--- config.mk ---
export PLATFORM = sky130hd
export DESIGN_NAME = pllc_top
export DESIGN_NICKNAME = d
export VERILOG_FILES = /design/src/rtl/pllc_pkg.sv /design/src/rtl/pllc_sel_if.sv /design/src/rtl/pllc_clk_sel.sv /design/src/rtl/pllc_top.sv
export VERILOG_INCLUDE_DIRS = /design/src /design/src/rtl
export SDC_FILE = /design/constraint.sdc
export NUM_CORES = 1
export LEC_CHECK = 0
export ABC_AREA = 1
export BUFFER_PORTS_ARGS = -buffer_cell sky130_fd_sc_hd__buf_2
export CAP_MARGIN = 20
export CORE_MARGIN = 2
export CORE_UTILIZATION = 30
export CTS_BUF_LIST = sky130_fd_sc_hd__clkbuf_4 sky130_fd_sc_hd__clkbuf_8 sky130_fd_sc_hd__clkbuf_16
export CTS_CLUSTER_SIZE = 20
export DETAILED_ROUTE_END_ITERATION = 8
export PLACE_DENSITY = 0.58
export SYNTH_ARGS = -nofsm -noshare
export SYNTH_HDL_FRONTEND = slang
export SYNTH_SLANG_ARGS = --single-unit
--- constraint.sdc ---
create_clock -name clk_i -period 1.3 [get_ports clk_i]
set_input_delay 0.26 -clock clk_i [delete_from_list [all_inputs] [get_ports clk_i]]
set_output_delay 0.26 -clock clk_i [all_outputs]
set_load 0.02 [all_outputs]
--- src/rtl/pllc_map.svh ---
// Register map, field positions, reset values and counts of the loop block
`ifndef PLLC_MAP_SVH
`define PLLC_MAP_SVH

// Byte addresses of the word-aligned registers
`define PLLC_ADR_LOOP_CTL   8'h00
`define PLLC_ADR_BW_CTL     8'h04
`define PLLC_ADR_FB_HIGH    8'h08
`define PLLC_ADR_FB_LOW     8'h0C
`define PLLC_ADR_VCO_RANGE  8'h10
`define PLLC_ADR_REF_DIV    8'h14

// Loop control register fields
`define PLLC_LC_IRQ_EN      7
`define PLLC_LC_FLAG        6
`define PLLC_LC_PON         5
`define PLLC_LC_SEL         4
`define PLLC_LC_PRE_HI      3
`define PLLC_LC_PRE_LO      2
`define PLLC_LC_VPR_HI      1
`define PLLC_LC_VPR_LO      0

// Bandwidth control register fields
`define PLLC_BW_AUTO        7
`define PLLC_BW_LOCK        6
`define PLLC_BW_PHASE       5

// Reset values
`define PLLC_RST_FB_HIGH    4'h0
`define PLLC_RST_FB_LOW     8'h40
`define PLLC_RST_VCO_RANGE  8'h40
`define PLLC_RST_REF_DIV    4'h1

// Source edges to wait on each side of a switch-over
`define PLLC_SWITCH_EDGES   2'h3

`endif

--- src/rtl/pllc_pkg.sv ---
// Types used by the clock selector of the loop control block
package pllc_pkg;

   // Clock selector states
   typedef enum logic {
      PLLC_SEL_RUN,
      PLLC_SEL_HOLD
   } pllc_sel_state_type;

endpackage : pllc_pkg

--- src/rtl/pllc_sel_if.sv ---
// Link between the register logic and the base clock selector
`timescale 1ns/1ps

interface pllc_sel_if;
   logic sel;       // Requested source, 1 = VCO clock
   logic loop_en;   // Loop running, VCO clock present
   logic base_clk;  // Divided base clock
   logic busy;      // Switch-over in progress

   // Register side
   modport ctl (output sel, output loop_en, input base_clk, input busy);
   // Selector side
   modport sel_end (input sel, input loop_en, output base_clk, output busy);
endinterface : pllc_sel_if

--- src/rtl/pllc_clk_sel.sv ---
// Base clock selector: source sampling, switch-over hold and divide by two
`timescale 1ns/1ps
`include "pllc_map.svh"

module pllc_clk_sel (
   input  wire logic clk_i,        // System clock
   input  wire logic rst_i,        // Synchronous reset
   input  wire logic osc_clock_i,  // Oscillator clock pin
   input  wire logic vco_clock_i,  // VCO clock pin
   pllc_sel_if.sel_end sel_if      // Register side link
);

   // Two-stage samplers and edge history for both sources
   logic       osc_s1_q, osc_s2_q, osc_s3_q;
   logic       vco_s1_q, vco_s2_q, vco_s3_q;
   logic       osc_rise, vco_rise;          // Rising edge seen
   logic       cur_sel_q;                   // Source now in use
   logic [1:0] osc_cnt_q, vco_cnt_q;        // Edges counted in hold
   logic       out_q;                       // Divided output
   pllc_pkg::pllc_sel_state_type state_q;   // Selector state

   // Samplers; first stage feeds only the second
   always_ff @(posedge clk_i) begin
      if (rst_i) begin
         osc_s1_q <= 1'b0;
         osc_s2_q <= 1'b0;
         osc_s3_q <= 1'b0;
         vco_s1_q <= 1'b0;
         vco_s2_q <= 1'b0;
         vco_s3_q <= 1'b0;
      end else begin
         osc_s1_q <= osc_clock_i;
         osc_s2_q <= osc_s1_q;
         osc_s3_q <= osc_s2_q;
         vco_s1_q <= vco_clock_i;
         vco_s2_q <= vco_s1_q;
         vco_s3_q <= vco_s2_q;
      end
   end

   assign osc_rise = osc_s2_q & ~osc_s3_q;
   assign vco_rise = vco_s2_q & ~vco_s3_q;

   // Switch-over sequencing; stopped VCO counts as done
   always_ff @(posedge clk_i) begin
      if (rst_i) begin
         state_q   <= pllc_pkg::PLLC_SEL_RUN;
         cur_sel_q <= 1'b0;
         osc_cnt_q <= 2'h0;
         vco_cnt_q <= 2'h0;
      end else begin
         case (state_q)
            pllc_pkg::PLLC_SEL_RUN: begin
               // New source requested: freeze the output
               if (sel_if.sel != cur_sel_q) begin
                  state_q   <= pllc_pkg::PLLC_SEL_HOLD; // see [RULE8]
                  osc_cnt_q <= 2'h0;
                  vco_cnt_q <= 2'h0;
               end
            end
            pllc_pkg::PLLC_SEL_HOLD: begin
               // Count source edges up to the limit
               if (osc_rise && osc_cnt_q != `PLLC_SWITCH_EDGES) begin
                  osc_cnt_q <= osc_cnt_q + 2'h1;
               end
               if (vco_rise && vco_cnt_q != `PLLC_SWITCH_EDGES) begin
                  vco_cnt_q <= vco_cnt_q + 2'h1;
               end
               // Oscillator, and VCO unless loop is off, seen enough edges: take new source
               if (osc_cnt_q == `PLLC_SWITCH_EDGES &&
                   (vco_cnt_q == `PLLC_SWITCH_EDGES ||
                    !sel_if.loop_en)) begin
                  cur_sel_q <= sel_if.sel;            // see [RULE8]
                  state_q   <= pllc_pkg::PLLC_SEL_RUN;
               end
            end
            default: begin
               state_q <= pllc_pkg::PLLC_SEL_RUN;
            end
         endcase
      end
   end

   // Divide the selected source by two, static during hold
   always_ff @(posedge clk_i) begin
      if (rst_i) begin
         out_q <= 1'b0;
      end else if (state_q == pllc_pkg::PLLC_SEL_RUN &&
                   sel_if.sel == cur_sel_q) begin
         if (cur_sel_q ? vco_rise : osc_rise) begin
            out_q <= ~out_q;                          // see [RULE6]
         end
      end
   end

   assign sel_if.base_clk = out_q;
   assign sel_if.busy     = (state_q == pllc_pkg::PLLC_SEL_HOLD);

   // Output frozen while a switch-over is pending
   a_hold_static: assert property ( // see [RULE8]
      @(posedge clk_i) disable iff (rst_i)
      sel_if.busy |=> $stable(out_q))
      else $error("base clock moved during switch-over");

   // Each rising edge of the running oscillator source toggles the output
   a_div_two: assert property ( // see [RULE6]
      @(posedge clk_i) disable iff (rst_i)
      (state_q == pllc_pkg::PLLC_SEL_RUN && sel_if.sel == cur_sel_q &&
       !cur_sel_q && osc_rise) |=> (out_q != $past(out_q)))
      else $error("base clock did not toggle on source edge");

endmodule : pllc_clk_sel

--- src/rtl/pllc_top.sv ---
// Register block and control logic of the loop clock generator
//
// Notes on behaviour
// [RULE1] Irq enable writable only in auto mode
// [RULE2] Lock change sets flag; flag and enable interrupt
// [RULE3] Flag reads zero and clears in manual mode
// [RULE4] Reading loop control clears the flag
// [RULE5] Power-on bit cannot clear while VCO selected
// [RULE6] Base clock is selected source halved
// [RULE7] Source select cannot set while loop off
// [RULE8] Output held static during source switch-over
// [RULE9] Bus scaler field protected while loop on
// [RULE10] VCO power range protected while loop on
// [RULE11] Software never writes range exponent three
// [RULE12] Auto bit selects bandwidth mode, reset manual
// [RULE13] Lock indicator valid in auto, zero otherwise
// [RULE14] Software writes zero to lock position
// [RULE15] Phase bit: status in auto, control manual
// [RULE16] Manual phase value kept across auto mode
// [RULE17] Feedback factor zero acts as one
// [RULE18] Feedback factor resets to 64, protected
// [RULE19] Zero range factor disables loop, deselects VCO
// [RULE20] Range factor resets to 64
// [RULE21] Divider factor protected, zero acts as one
// [RULE22] Divider factor resets to one
//
// The Wishbone slave port and the address map were left to the implementer.
`timescale 1ns/1ps
`include "pllc_map.svh"

module pllc_top (
   input  wire logic        clk_i,               // 50 MHz system clock
   input  wire logic        rst_i,               // Synchronous reset
   input  wire logic        wb_cyc_i,            // Bus cycle
   input  wire logic        wb_stb_i,            // Bus strobe
   input  wire logic        wb_we_i,             // Write enable
   input  wire logic [7:0]  wb_adr_i,            // Byte address
   input  wire logic [3:0]  wb_sel_i,            // Byte lanes
   input  wire logic [31:0] wb_dat_i,            // Write data
   output logic      [31:0] wb_dat_o,            // Read data
   output logic             wb_ack_o,            // Acknowledge
   input  wire logic        osc_clock_i,         // Oscillator clock
   input  wire logic        vco_clock_i,         // VCO clock
   input  wire logic        lock_detect_i,       // Analog lock detect
   input  wire logic        track_detect_i,      // Analog tracking state
   output logic             base_clock_out_o,    // Base clock
   output logic             irq_o,               // Interrupt request
   output logic             loop_enable_o,       // Loop running
   output logic      [1:0]  bus_scaler_sel_o,    // Prescaler code
   output logic      [1:0]  vco_power_range_o,   // Range exponent
   output logic      [11:0] feedback_factor_o,   // Effective multiplier
   output logic      [7:0]  vco_range_factor_o,  // Range multiplier
   output logic      [3:0]  ref_divider_factor_o,// Effective divider
   output logic             bandwidth_auto_o,    // Auto bandwidth mode
   output logic             bandwidth_phase_o    // Phase bit as read, to loop
);

   // Software-visible state
   logic        lock_change_irq_en_q;   // Interrupt enable
   logic        lock_change_flag_q;     // Lock change flag
   logic        loop_power_on_q;        // Loop on
   logic        base_source_select_q;   // 1 = VCO clock
   logic [1:0]  bus_scaler_sel_q;       // Prescaler code
   logic [1:0]  vco_power_range_q;      // Range exponent
   logic        auto_q;                 // Auto bandwidth
   logic        lock_q;                 // Lock indicator
   logic        phase_manual_q;         // Stored manual phase
   logic [3:0]  fb_high_q;              // Feedback factor bits 11:8
   logic [7:0]  fb_low_q;               // Feedback factor bits 7:0
   logic [7:0]  vco_range_factor_q;     // Range factor
   logic [3:0]  ref_divider_factor_q;   // Reference divider

   // Pin samplers
   logic        lock_s1_q, lock_s2_q;   // Lock detect sampler
   logic        track_s1_q, track_s2_q; // Tracking sampler

   // Bus decode
   logic        req;                    // Request present
   logic        wr_lo;                  // Write of low lane taken
   logic        rd_take;                // Read data latched now
   logic [7:0]  wd;                     // Low lane write data
   logic [7:0]  rdata;                  // Selected read value
   logic        lock_d;                 // Next lock indicator
   logic        lock_toggle;            // Lock indicator changes
   logic        phase_read;             // Phase bit as read
   logic        range_zero;             // Range factor is zero

   pllc_sel_if sel_if ();

   // Base clock selector
   pllc_clk_sel u_clk_sel (
      .clk_i       (clk_i),
      .rst_i       (rst_i),
      .osc_clock_i (osc_clock_i),
      .vco_clock_i (vco_clock_i),
      .sel_if      (sel_if)
   );

   assign sel_if.sel     = base_source_select_q;
   assign sel_if.loop_en = loop_enable_o;

   // Request decode; writes land on the edge that sees ack
   assign req        = wb_cyc_i & wb_stb_i;
   assign wr_lo      = req & wb_we_i & wb_ack_o & wb_sel_i[0];
   assign rd_take    = req & ~wb_we_i & ~wb_ack_o;
   assign wd         = wb_dat_i[7:0];
   assign range_zero = (vco_range_factor_q == 8'h00);
   assign lock_d     = auto_q & lock_s2_q;                // see [RULE13]
   assign lock_toggle = auto_q & (lock_d != lock_q);
   assign phase_read = auto_q ? track_s2_q : phase_manual_q; // see [RULE15]

   // Pin samplers; first stage feeds only the second
   always_ff @(posedge clk_i) begin
      if (rst_i) begin
         lock_s1_q  <= 1'b0;
         lock_s2_q  <= 1'b0;
         track_s1_q <= 1'b0;
         track_s2_q <= 1'b0;
      end else begin
         lock_s1_q  <= lock_detect_i;
         lock_s2_q  <= lock_s1_q;
         track_s1_q <= track_detect_i;
         track_s2_q <= track_s1_q;
      end
   end

   // Read value mux, reserved bits zero
   always_comb begin
      rdata = 8'h00;
      case (wb_adr_i)
         `PLLC_ADR_LOOP_CTL: begin
            rdata[`PLLC_LC_IRQ_EN] = lock_change_irq_en_q & auto_q;
            rdata[`PLLC_LC_FLAG]   = lock_change_flag_q & auto_q; // see [RULE3]
            rdata[`PLLC_LC_PON]    = loop_power_on_q;
            rdata[`PLLC_LC_SEL]    = base_source_select_q;
            rdata[`PLLC_LC_PRE_HI:`PLLC_LC_PRE_LO] = bus_scaler_sel_q;
            rdata[`PLLC_LC_VPR_HI:`PLLC_LC_VPR_LO] = vco_power_range_q;
         end
         `PLLC_ADR_BW_CTL: begin
            rdata[`PLLC_BW_AUTO]  = auto_q;
            rdata[`PLLC_BW_LOCK]  = lock_q;
            rdata[`PLLC_BW_PHASE] = phase_read;
         end
         `PLLC_ADR_FB_HIGH:   rdata = {4'h0, fb_high_q};
         `PLLC_ADR_FB_LOW:    rdata = fb_low_q;
         `PLLC_ADR_VCO_RANGE: rdata = vco_range_factor_q;
         `PLLC_ADR_REF_DIV:   rdata = {4'h0, ref_divider_factor_q};
         default:             rdata = 8'h00;
      endcase
   end

   // Bus slave: ack one cycle after request, drop after one cycle
   always_ff @(posedge clk_i) begin
      if (rst_i) begin
         wb_ack_o <= 1'b0;
         wb_dat_o <= 32'h0000_0000;
      end else begin
         wb_ack_o <= req & ~wb_ack_o;
         if (rd_take) begin
            wb_dat_o <= {24'h00_0000, rdata};
         end
      end
   end

   // Interrupt enable, writable and held only in auto mode
   always_ff @(posedge clk_i) begin
      if (rst_i) begin
         lock_change_irq_en_q <= 1'b0;                    // see [RULE1]
      end else if (!auto_q) begin
         lock_change_irq_en_q <= 1'b0;                    // see [RULE1]
      end else if (wr_lo && wb_adr_i == `PLLC_ADR_LOOP_CTL) begin
         lock_change_irq_en_q <= wd[`PLLC_LC_IRQ_EN];
      end
   end

   // Lock indicator follows the detector only in auto mode
   always_ff @(posedge clk_i) begin
      if (rst_i) begin
         lock_q <= 1'b0;
      end else begin
         lock_q <= lock_d;                                // see [RULE13]
      end
   end

   // Flag: set on lock change, cleared by reading; set wins
   always_ff @(posedge clk_i) begin
      if (rst_i) begin
         lock_change_flag_q <= 1'b0;
      end else if (!auto_q) begin
         lock_change_flag_q <= 1'b0;                      // see [RULE3]
      end else if (lock_toggle) begin
         lock_change_flag_q <= 1'b1;                      // see [RULE2]
      end else if (rd_take && wb_adr_i == `PLLC_ADR_LOOP_CTL) begin
         lock_change_flag_q <= 1'b0;                      // see [RULE4]
      end
   end

   // Loop on and source select with their mutual interlock
   always_ff @(posedge clk_i) begin
      if (rst_i) begin
         loop_power_on_q      <= 1'b1;                    // see [RULE5]
         base_source_select_q <= 1'b0;                    // see [RULE6]
      end else begin
         if (wr_lo && wb_adr_i == `PLLC_ADR_LOOP_CTL) begin
            // Clear refused while the VCO clock is selected
            if (wd[`PLLC_LC_PON] || !base_source_select_q) begin
               loop_power_on_q <= wd[`PLLC_LC_PON];       // see [RULE5]
            end
            // Set refused while the loop is off or range is zero
            if (!wd[`PLLC_LC_SEL] ||
                (loop_power_on_q && !range_zero)) begin
               base_source_select_q <= wd[`PLLC_LC_SEL];  // see [RULE7]
            end
         end
         if (range_zero) begin
            base_source_select_q <= 1'b0;                 // see [RULE19]
         end
      end
   end

   // Prescaler and range exponent, frozen while the loop is on
   always_ff @(posedge clk_i) begin
      if (rst_i) begin
         bus_scaler_sel_q  <= 2'h0;
         vco_power_range_q <= 2'h0;
      end else if (wr_lo && wb_adr_i == `PLLC_ADR_LOOP_CTL &&
                   !loop_power_on_q) begin
         bus_scaler_sel_q  <= wd[`PLLC_LC_PRE_HI:`PLLC_LC_PRE_LO]; // see [RULE9]
         vco_power_range_q <= wd[`PLLC_LC_VPR_HI:`PLLC_LC_VPR_LO]; // see [RULE10]
      end
   end

   // Bandwidth mode and the manual phase store
   always_ff @(posedge clk_i) begin
      if (rst_i) begin
         auto_q         <= 1'b0;                          // see [RULE12]
         phase_manual_q <= 1'b0;                          // see [RULE15]
      end else if (wr_lo && wb_adr_i == `PLLC_ADR_BW_CTL) begin
         auto_q <= wd[`PLLC_BW_AUTO];                     // see [RULE12]
         // Phase written only in manual mode; kept during auto
         if (!auto_q) begin
            phase_manual_q <= wd[`PLLC_BW_PHASE];         // see [RULE16]
         end
      end
   end

   // Divider factors, all frozen while the loop is on
   always_ff @(posedge clk_i) begin
      if (rst_i) begin
         fb_high_q            <= `PLLC_RST_FB_HIGH;       // see [RULE18]
         fb_low_q             <= `PLLC_RST_FB_LOW;        // see [RULE18]
         vco_range_factor_q   <= `PLLC_RST_VCO_RANGE;     // see [RULE20]
         ref_divider_factor_q <= `PLLC_RST_REF_DIV;       // see [RULE22]
      end else if (wr_lo && !loop_power_on_q) begin
         case (wb_adr_i)
            `PLLC_ADR_FB_HIGH:   fb_high_q <= wd[3:0];    // see [RULE18]
            `PLLC_ADR_FB_LOW:    fb_low_q  <= wd;         // see [RULE18]
            `PLLC_ADR_VCO_RANGE: vco_range_factor_q <= wd; // see [RULE19]
            `PLLC_ADR_REF_DIV:   ref_divider_factor_q <= wd[3:0]; // see [RULE21]
            default: begin
            end
         endcase
      end
   end

   // Registered outputs to the analog loop and the system
   always_ff @(posedge clk_i) begin
      if (rst_i) begin
         irq_o                <= 1'b0;
         loop_enable_o        <= 1'b0;
         base_clock_out_o     <= 1'b0;
         bus_scaler_sel_o     <= 2'h0;
         vco_power_range_o    <= 2'h0;
         feedback_factor_o    <= 12'h001;
         vco_range_factor_o   <= 8'h00;
         ref_divider_factor_o <= 4'h1;
         bandwidth_auto_o     <= 1'b0;
         bandwidth_phase_o    <= 1'b0;
      end else begin
         irq_o <= lock_change_flag_q & lock_change_irq_en_q; // see [RULE2]
         // Zero range factor keeps the loop disabled
         loop_enable_o     <= loop_power_on_q & ~range_zero; // see [RULE19]
         base_clock_out_o  <= sel_if.base_clk;            // see [RULE6]
         bus_scaler_sel_o  <= bus_scaler_sel_q;
         vco_power_range_o <= vco_power_range_q;
         // Zero multiplier behaves as one
         if ({fb_high_q, fb_low_q} == 12'h000) begin
            feedback_factor_o <= 12'h001;                 // see [RULE17]
         end else begin
            feedback_factor_o <= {fb_high_q, fb_low_q};
         end
         vco_range_factor_o <= vco_range_factor_q;
         // Zero divider behaves as one
         if (ref_divider_factor_q == 4'h0) begin
            ref_divider_factor_o <= 4'h1;                 // see [RULE21]
         end else begin
            ref_divider_factor_o <= ref_divider_factor_q;
         end
         bandwidth_auto_o  <= auto_q;
         bandwidth_phase_o <= phase_read;
      end
   end

   // Enable never survives manual mode
   a_irq_en_manual: assert property ( // see [RULE1]
      @(posedge clk_i) disable iff (rst_i)
      !auto_q |=> !lock_change_irq_en_q)
      else $error("irq enable set in manual mode");

   // Lock change raises the flag on the next edge
   a_flag_on_lock: assert property ( // see [RULE2]
      @(posedge clk_i) disable iff (rst_i)
      lock_toggle |=> lock_change_flag_q)
      else $error("lock change did not set flag");

   // Interrupt output follows flag and enable by one cycle
   a_irq_follow: assert property ( // see [RULE2]
      @(posedge clk_i) disable iff (rst_i)
      (lock_change_flag_q && lock_change_irq_en_q) |=> irq_o)
      else $error("interrupt not raised");

   // Flag and lock stay low while manual
   a_manual_quiet: assert property ( // see [RULE3]
      @(posedge clk_i) disable iff (rst_i)
      !auto_q |=> (!lock_change_flag_q && !lock_q))
      else $error("flag or lock set in manual mode");

   // Read of loop control without new change clears flag
   a_read_clear: assert property ( // see [RULE4]
      @(posedge clk_i) disable iff (rst_i)
      (rd_take && wb_adr_i == `PLLC_ADR_LOOP_CTL && !lock_toggle)
      |=> !lock_change_flag_q)
      else $error("flag survived a read");

   // Loop stays on while VCO clock is selected
   a_pon_locked: assert property ( // see [RULE5]
      @(posedge clk_i) disable iff (rst_i)
      (loop_power_on_q && base_source_select_q) |=> loop_power_on_q)
      else $error("loop turned off with VCO selected");

   // Source select only rises with loop already on
   a_sel_needs_pon: assert property ( // see [RULE7]
      @(posedge clk_i) disable iff (rst_i)
      $rose(base_source_select_q) |-> $past(loop_power_on_q))
      else $error("VCO selected with loop off");

   // Zero range factor forces oscillator source
   a_range_zero: assert property ( // see [RULE19]
      @(posedge clk_i) disable iff (rst_i)
      range_zero |=> (!base_source_select_q ##1 !loop_enable_o))
      else $error("zero range factor did not disable");

   // Factors frozen while the loop is on
   a_protect: assert property ( // see [RULE18]
      @(posedge clk_i) disable iff (rst_i)
      loop_power_on_q |=> ($stable(fb_high_q) && $stable(fb_low_q) &&
                           $stable(vco_range_factor_q) &&
                           $stable(ref_divider_factor_q)))
      else $error("factor changed while loop on");

   // Bus answers one cycle after request, for one cycle
   a_wb_ack: assert property (
      @(posedge clk_i) disable iff (rst_i)
      (req && !wb_ack_o) |=> (wb_ack_o ##1 !wb_ack_o))
      else $error("bus acknowledge timing wrong");

endmodule : pllc_top

==> out/results.txt <==
Status -> finished, violations left
Failing checks -> setup timing
Post-route DRC -> 0
Mapped Avg Cell Area -> 7.943 sq um
Clock power frac -> 46.8%
Clk_lat worst skew -> 340 ps
Clk sinks -> 94
Largest family of logic cells by synthesized area -> simple AND/OR/NAND/NOR gates
Crit path buf inv count -> 2
Post-Synth XOR/XNOR Area -> 0.4743%
Worst r2r path cells -> 7
Final Skew -> 6.747 ps
Post-Synthesis Cells -> 465
Detail Route Antenna Nets -> 0
Tot Pwr -> 6118 uW
Max rail drop VDD -> 0.6349 mV
Seq/Total Area, Yosys -> 50.95%
Leak -> 0.002141 uW
Layout area overhead -> 28.90%
WHS -> 120.7 ps
Die Ht -> 115.0 um
Critical path, cell by cell -> nand3_2 > nor2_4 > nand2_8 > nor2_4 > buf_12 > buf_4 > a21oi_2
Crit path max fanout -> 8
First-pass GRT wire length -> 13,720 um
Setup violators final -> 8
Layout cell share with drive strength beyond 1 -> 25.75%
Routed wire length -> 8867 um
Internal power -> 4735 uW
CP Launch Type -> flop
Arrival @ worst endpoint -> 1570 ps
Endpoint type of the worst setup path -> flop
Vias -> 3,224
Die Area -> 13,220 sq um
TritonCTS clock tree -> done
Post-Layout Cell Count -> 714
Largest net degree at the start of global routing -> 45
Tmin final -> 1331 ps
Final Hold Viols -> 0
Initial antenna violation count -> 0
Core area -> 12,010 sq um
Number of global-route vias before repair -> 2,916
Ports -> 119
WP data required -> 1540 ps
GRT overflow -> 0
Hold Buf Count CTS -> 0
MaxCap Viol Count -> 0
Synth Area in Adders -> 0.6775%
Switching share of power -> 22.61%
Initial DRC count -> 180
Kind of critical path -> flop to flop
First-pass DRT Iterations -> 4
Logic pwr share -> 5.4%
Clock Path Buffers -> 2
CP max stage cell -> dfxtp_2
HP Class -> input pin to flop
Worst setup margin -> -30.99 ps
Crit-path most repeated cell -> nor2_4
Hold depth -> 3
N_diodes -> 0
Drt wl/cell -> 12.42 um
Number of max-slew violations in the final report -> 0
CTS clk-pin slew, worst paths -> 70 ps
CTS Buf Count -> 9
Nets -> 617
Placed cells -> 688
Post-DP HPWL -> 6538 um
Final core occ -> 39.64%
Starting Density -> 30.75%
CP Depth -> 7
Compound-Gate Fraction of Synth Area -> 14.23%
Chip width -> 115.0 um
Sequential share of power -> 47.8%
Crit path largest cell delay -> 340 ps
All-layer global routing usage -> 13.22%
RSZ-0062 raised after global routing -> yes
Port-buffer cells -> 67
Vias per inst -> 4.515
Synth Area in Simple Gates -> 19.55%
CTS H-tree lvls -> 3
Kind of cell adding the most delay to the critical path -> simple AND/OR/NAND/NOR gates
Fin Setup TNS -> -138.1 ps
Routability congestion estimate from global placement -> 0.8308
Synth warn -> 0
Mux share of post-synthesis cell area -> 0%
Max Fclk -> 751.3 MHz
Clk root buf -> clkbuf_16
PwrDens -> 1285 nW/um^2
Fin crit share -> 102.4%
P_sw -> 1383 uW
Cell Area, Synth -> 3694 sq um
Synth unique cells -> 27
Site Rows -> 40
Synth Register Bits -> 94
[layout make-up]
| class | instances | area, sq um |
|---|---|---|
| Clock buffer | 10 | 232.7 |
| Fill cell | 1199 | 7251 |
| Clock inverter | 6 | 95.09 |
| Sequential cell | 94 | 1883 |
| Timing Repair Buffer | 100 | 649.4 |
| Multi-Input combinational cell | 287 | 1454 |
| Tap cell | 147 | 183.9 |
| Inverter | 70 | 262.8 |
[final timing paths]
kind	start	to	slack (ps)
worst max-delay path	wb_ack_o$_SDFF_PP0_	vco_range_factor_q[5]$_SDFFE_PP0P_	-30
worst min-delay path	track_detect_i	track_s1_q$_SDFF_PP0_	120
worst max register to register	wb_ack_o$_SDFF_PP0_	vco_range_factor_q[5]$_SDFFE_PP0P_	-30
worst min register to register	u_clk_sel.osc_s1_q$_SDFF_PP0_	u_clk_sel.osc_s2_q$_SDFF_PP0_	400
[tightest hold or removal path, stage by stage]
cell	delay [ps]
buf_2	80
inv_1	30
nor2_1	60
[logic make-up (layout without fill, tap and decap cells)]
kind of cell,after synthesis,in the layout
xor+xnor,2,2
fa+ha+maj,2,2
compound gates,101,101
buf+inv,108,186
simple gates,157,158
other cells,1,24
flops,94,94
[cells in the final DEF (no fill, tap or decap), types with 3 or more instances in the layout]
cell type  count
nand2_2        4
a21oi_1       34
nor2_4         8
nand3_1       22
clkbuf_16     10
nor2_1        60
conb_1        24
buf_12         3
nor3_1         7
o21ai_0       46
buf_6          3
o21ai_2        5
dfxtp_1       93
nor3_2         4
nor4_1         3
inv_1         70
o21ai_1        7
nor2_2         3
buf_2         67
buf_4         26
o211ai_1       4
nand2_1       42
[timing repair]
item,in CTS,in global routing
setup endpoints to repair,18,49
resized for setup,4,24
pin swaps,4,15
gates cloned,1,1
buffers inserted,3,5
[cells in the mapped netlist, drive strengths merged]
cell type / count / area (sq um)
nand4: 2 / 12.51
nor3: 11 / 65.06
nor2: 70 / 315.3
o21ai: 58 / 290.3
a41oi: 2 / 17.52
a21oi: 36 / 180.2
inv: 70 / 262.8
xor2: 2 / 17.52
o211ai: 4 / 30.03
dfxtp: 94 / 1882
buf: 30 / 225.2
a21boi: 1 / 7.510
conb: 1 / 3.750
or2: 1 / 6.260
ha: 2 / 25.02
nand3: 23 / 115.1
nor4: 3 / 18.77
clkbuf: 8 / 30.03
nand2: 47 / 188.9
[metal layers]
| layer | GRT usage [%] | wire length, um |
|---|---|---|
| met5 | 0 | 0 |
| met4 | 5.622 | 152 |
| met3 | 2.425 | 352 |
| met2 | 23.14 | 4576 |
| met1 | 15.88 | 3786 |
[flip-flops by register name, indices dropped and copies added (netlist names), 2 cells and up]
| register | count |
|---|---|
| feedback_factor_o | 12 |
| fb_low_q | 8 |
| vco_range_factor_o | 8 |
| vco_range_factor_q | 8 |
| wb_dat_o | 8 |
| fb_high_q | 4 |
| ref_divider_factor_o | 4 |
| ref_divider_factor_q | 4 |
| bus_scaler_sel_o | 2 |
| bus_scaler_sel_q | 2 |
| u_clk_sel.osc_cnt_q | 2 |
| u_clk_sel.vco_cnt_q | 2 |
| vco_power_range_o | 2 |
| vco_power_range_q | 2 |
[power groups by stage]
stage,clock [uW],combinational (uW),sequential [uW]
2_1_floorplan,0,233,3010
3_3_place_gp,0,322,2990
3_5_place_dp,0,325,2990
4_1_cts,2910,330,2920
5_1_grt,3020,368,2930
6_report,2860,332,2920
[per-stage QoR]
step	setup slack, ps	instance area [sq um]
floorplan	22.03	3781
global placement	-139.6	4263
detailed placement	-183.0	4263
CTS	-22.85	4643
global route	-138.8	4761
finish	-30.99	4761
No activity file was read; power rests on OpenSTA's default activity.
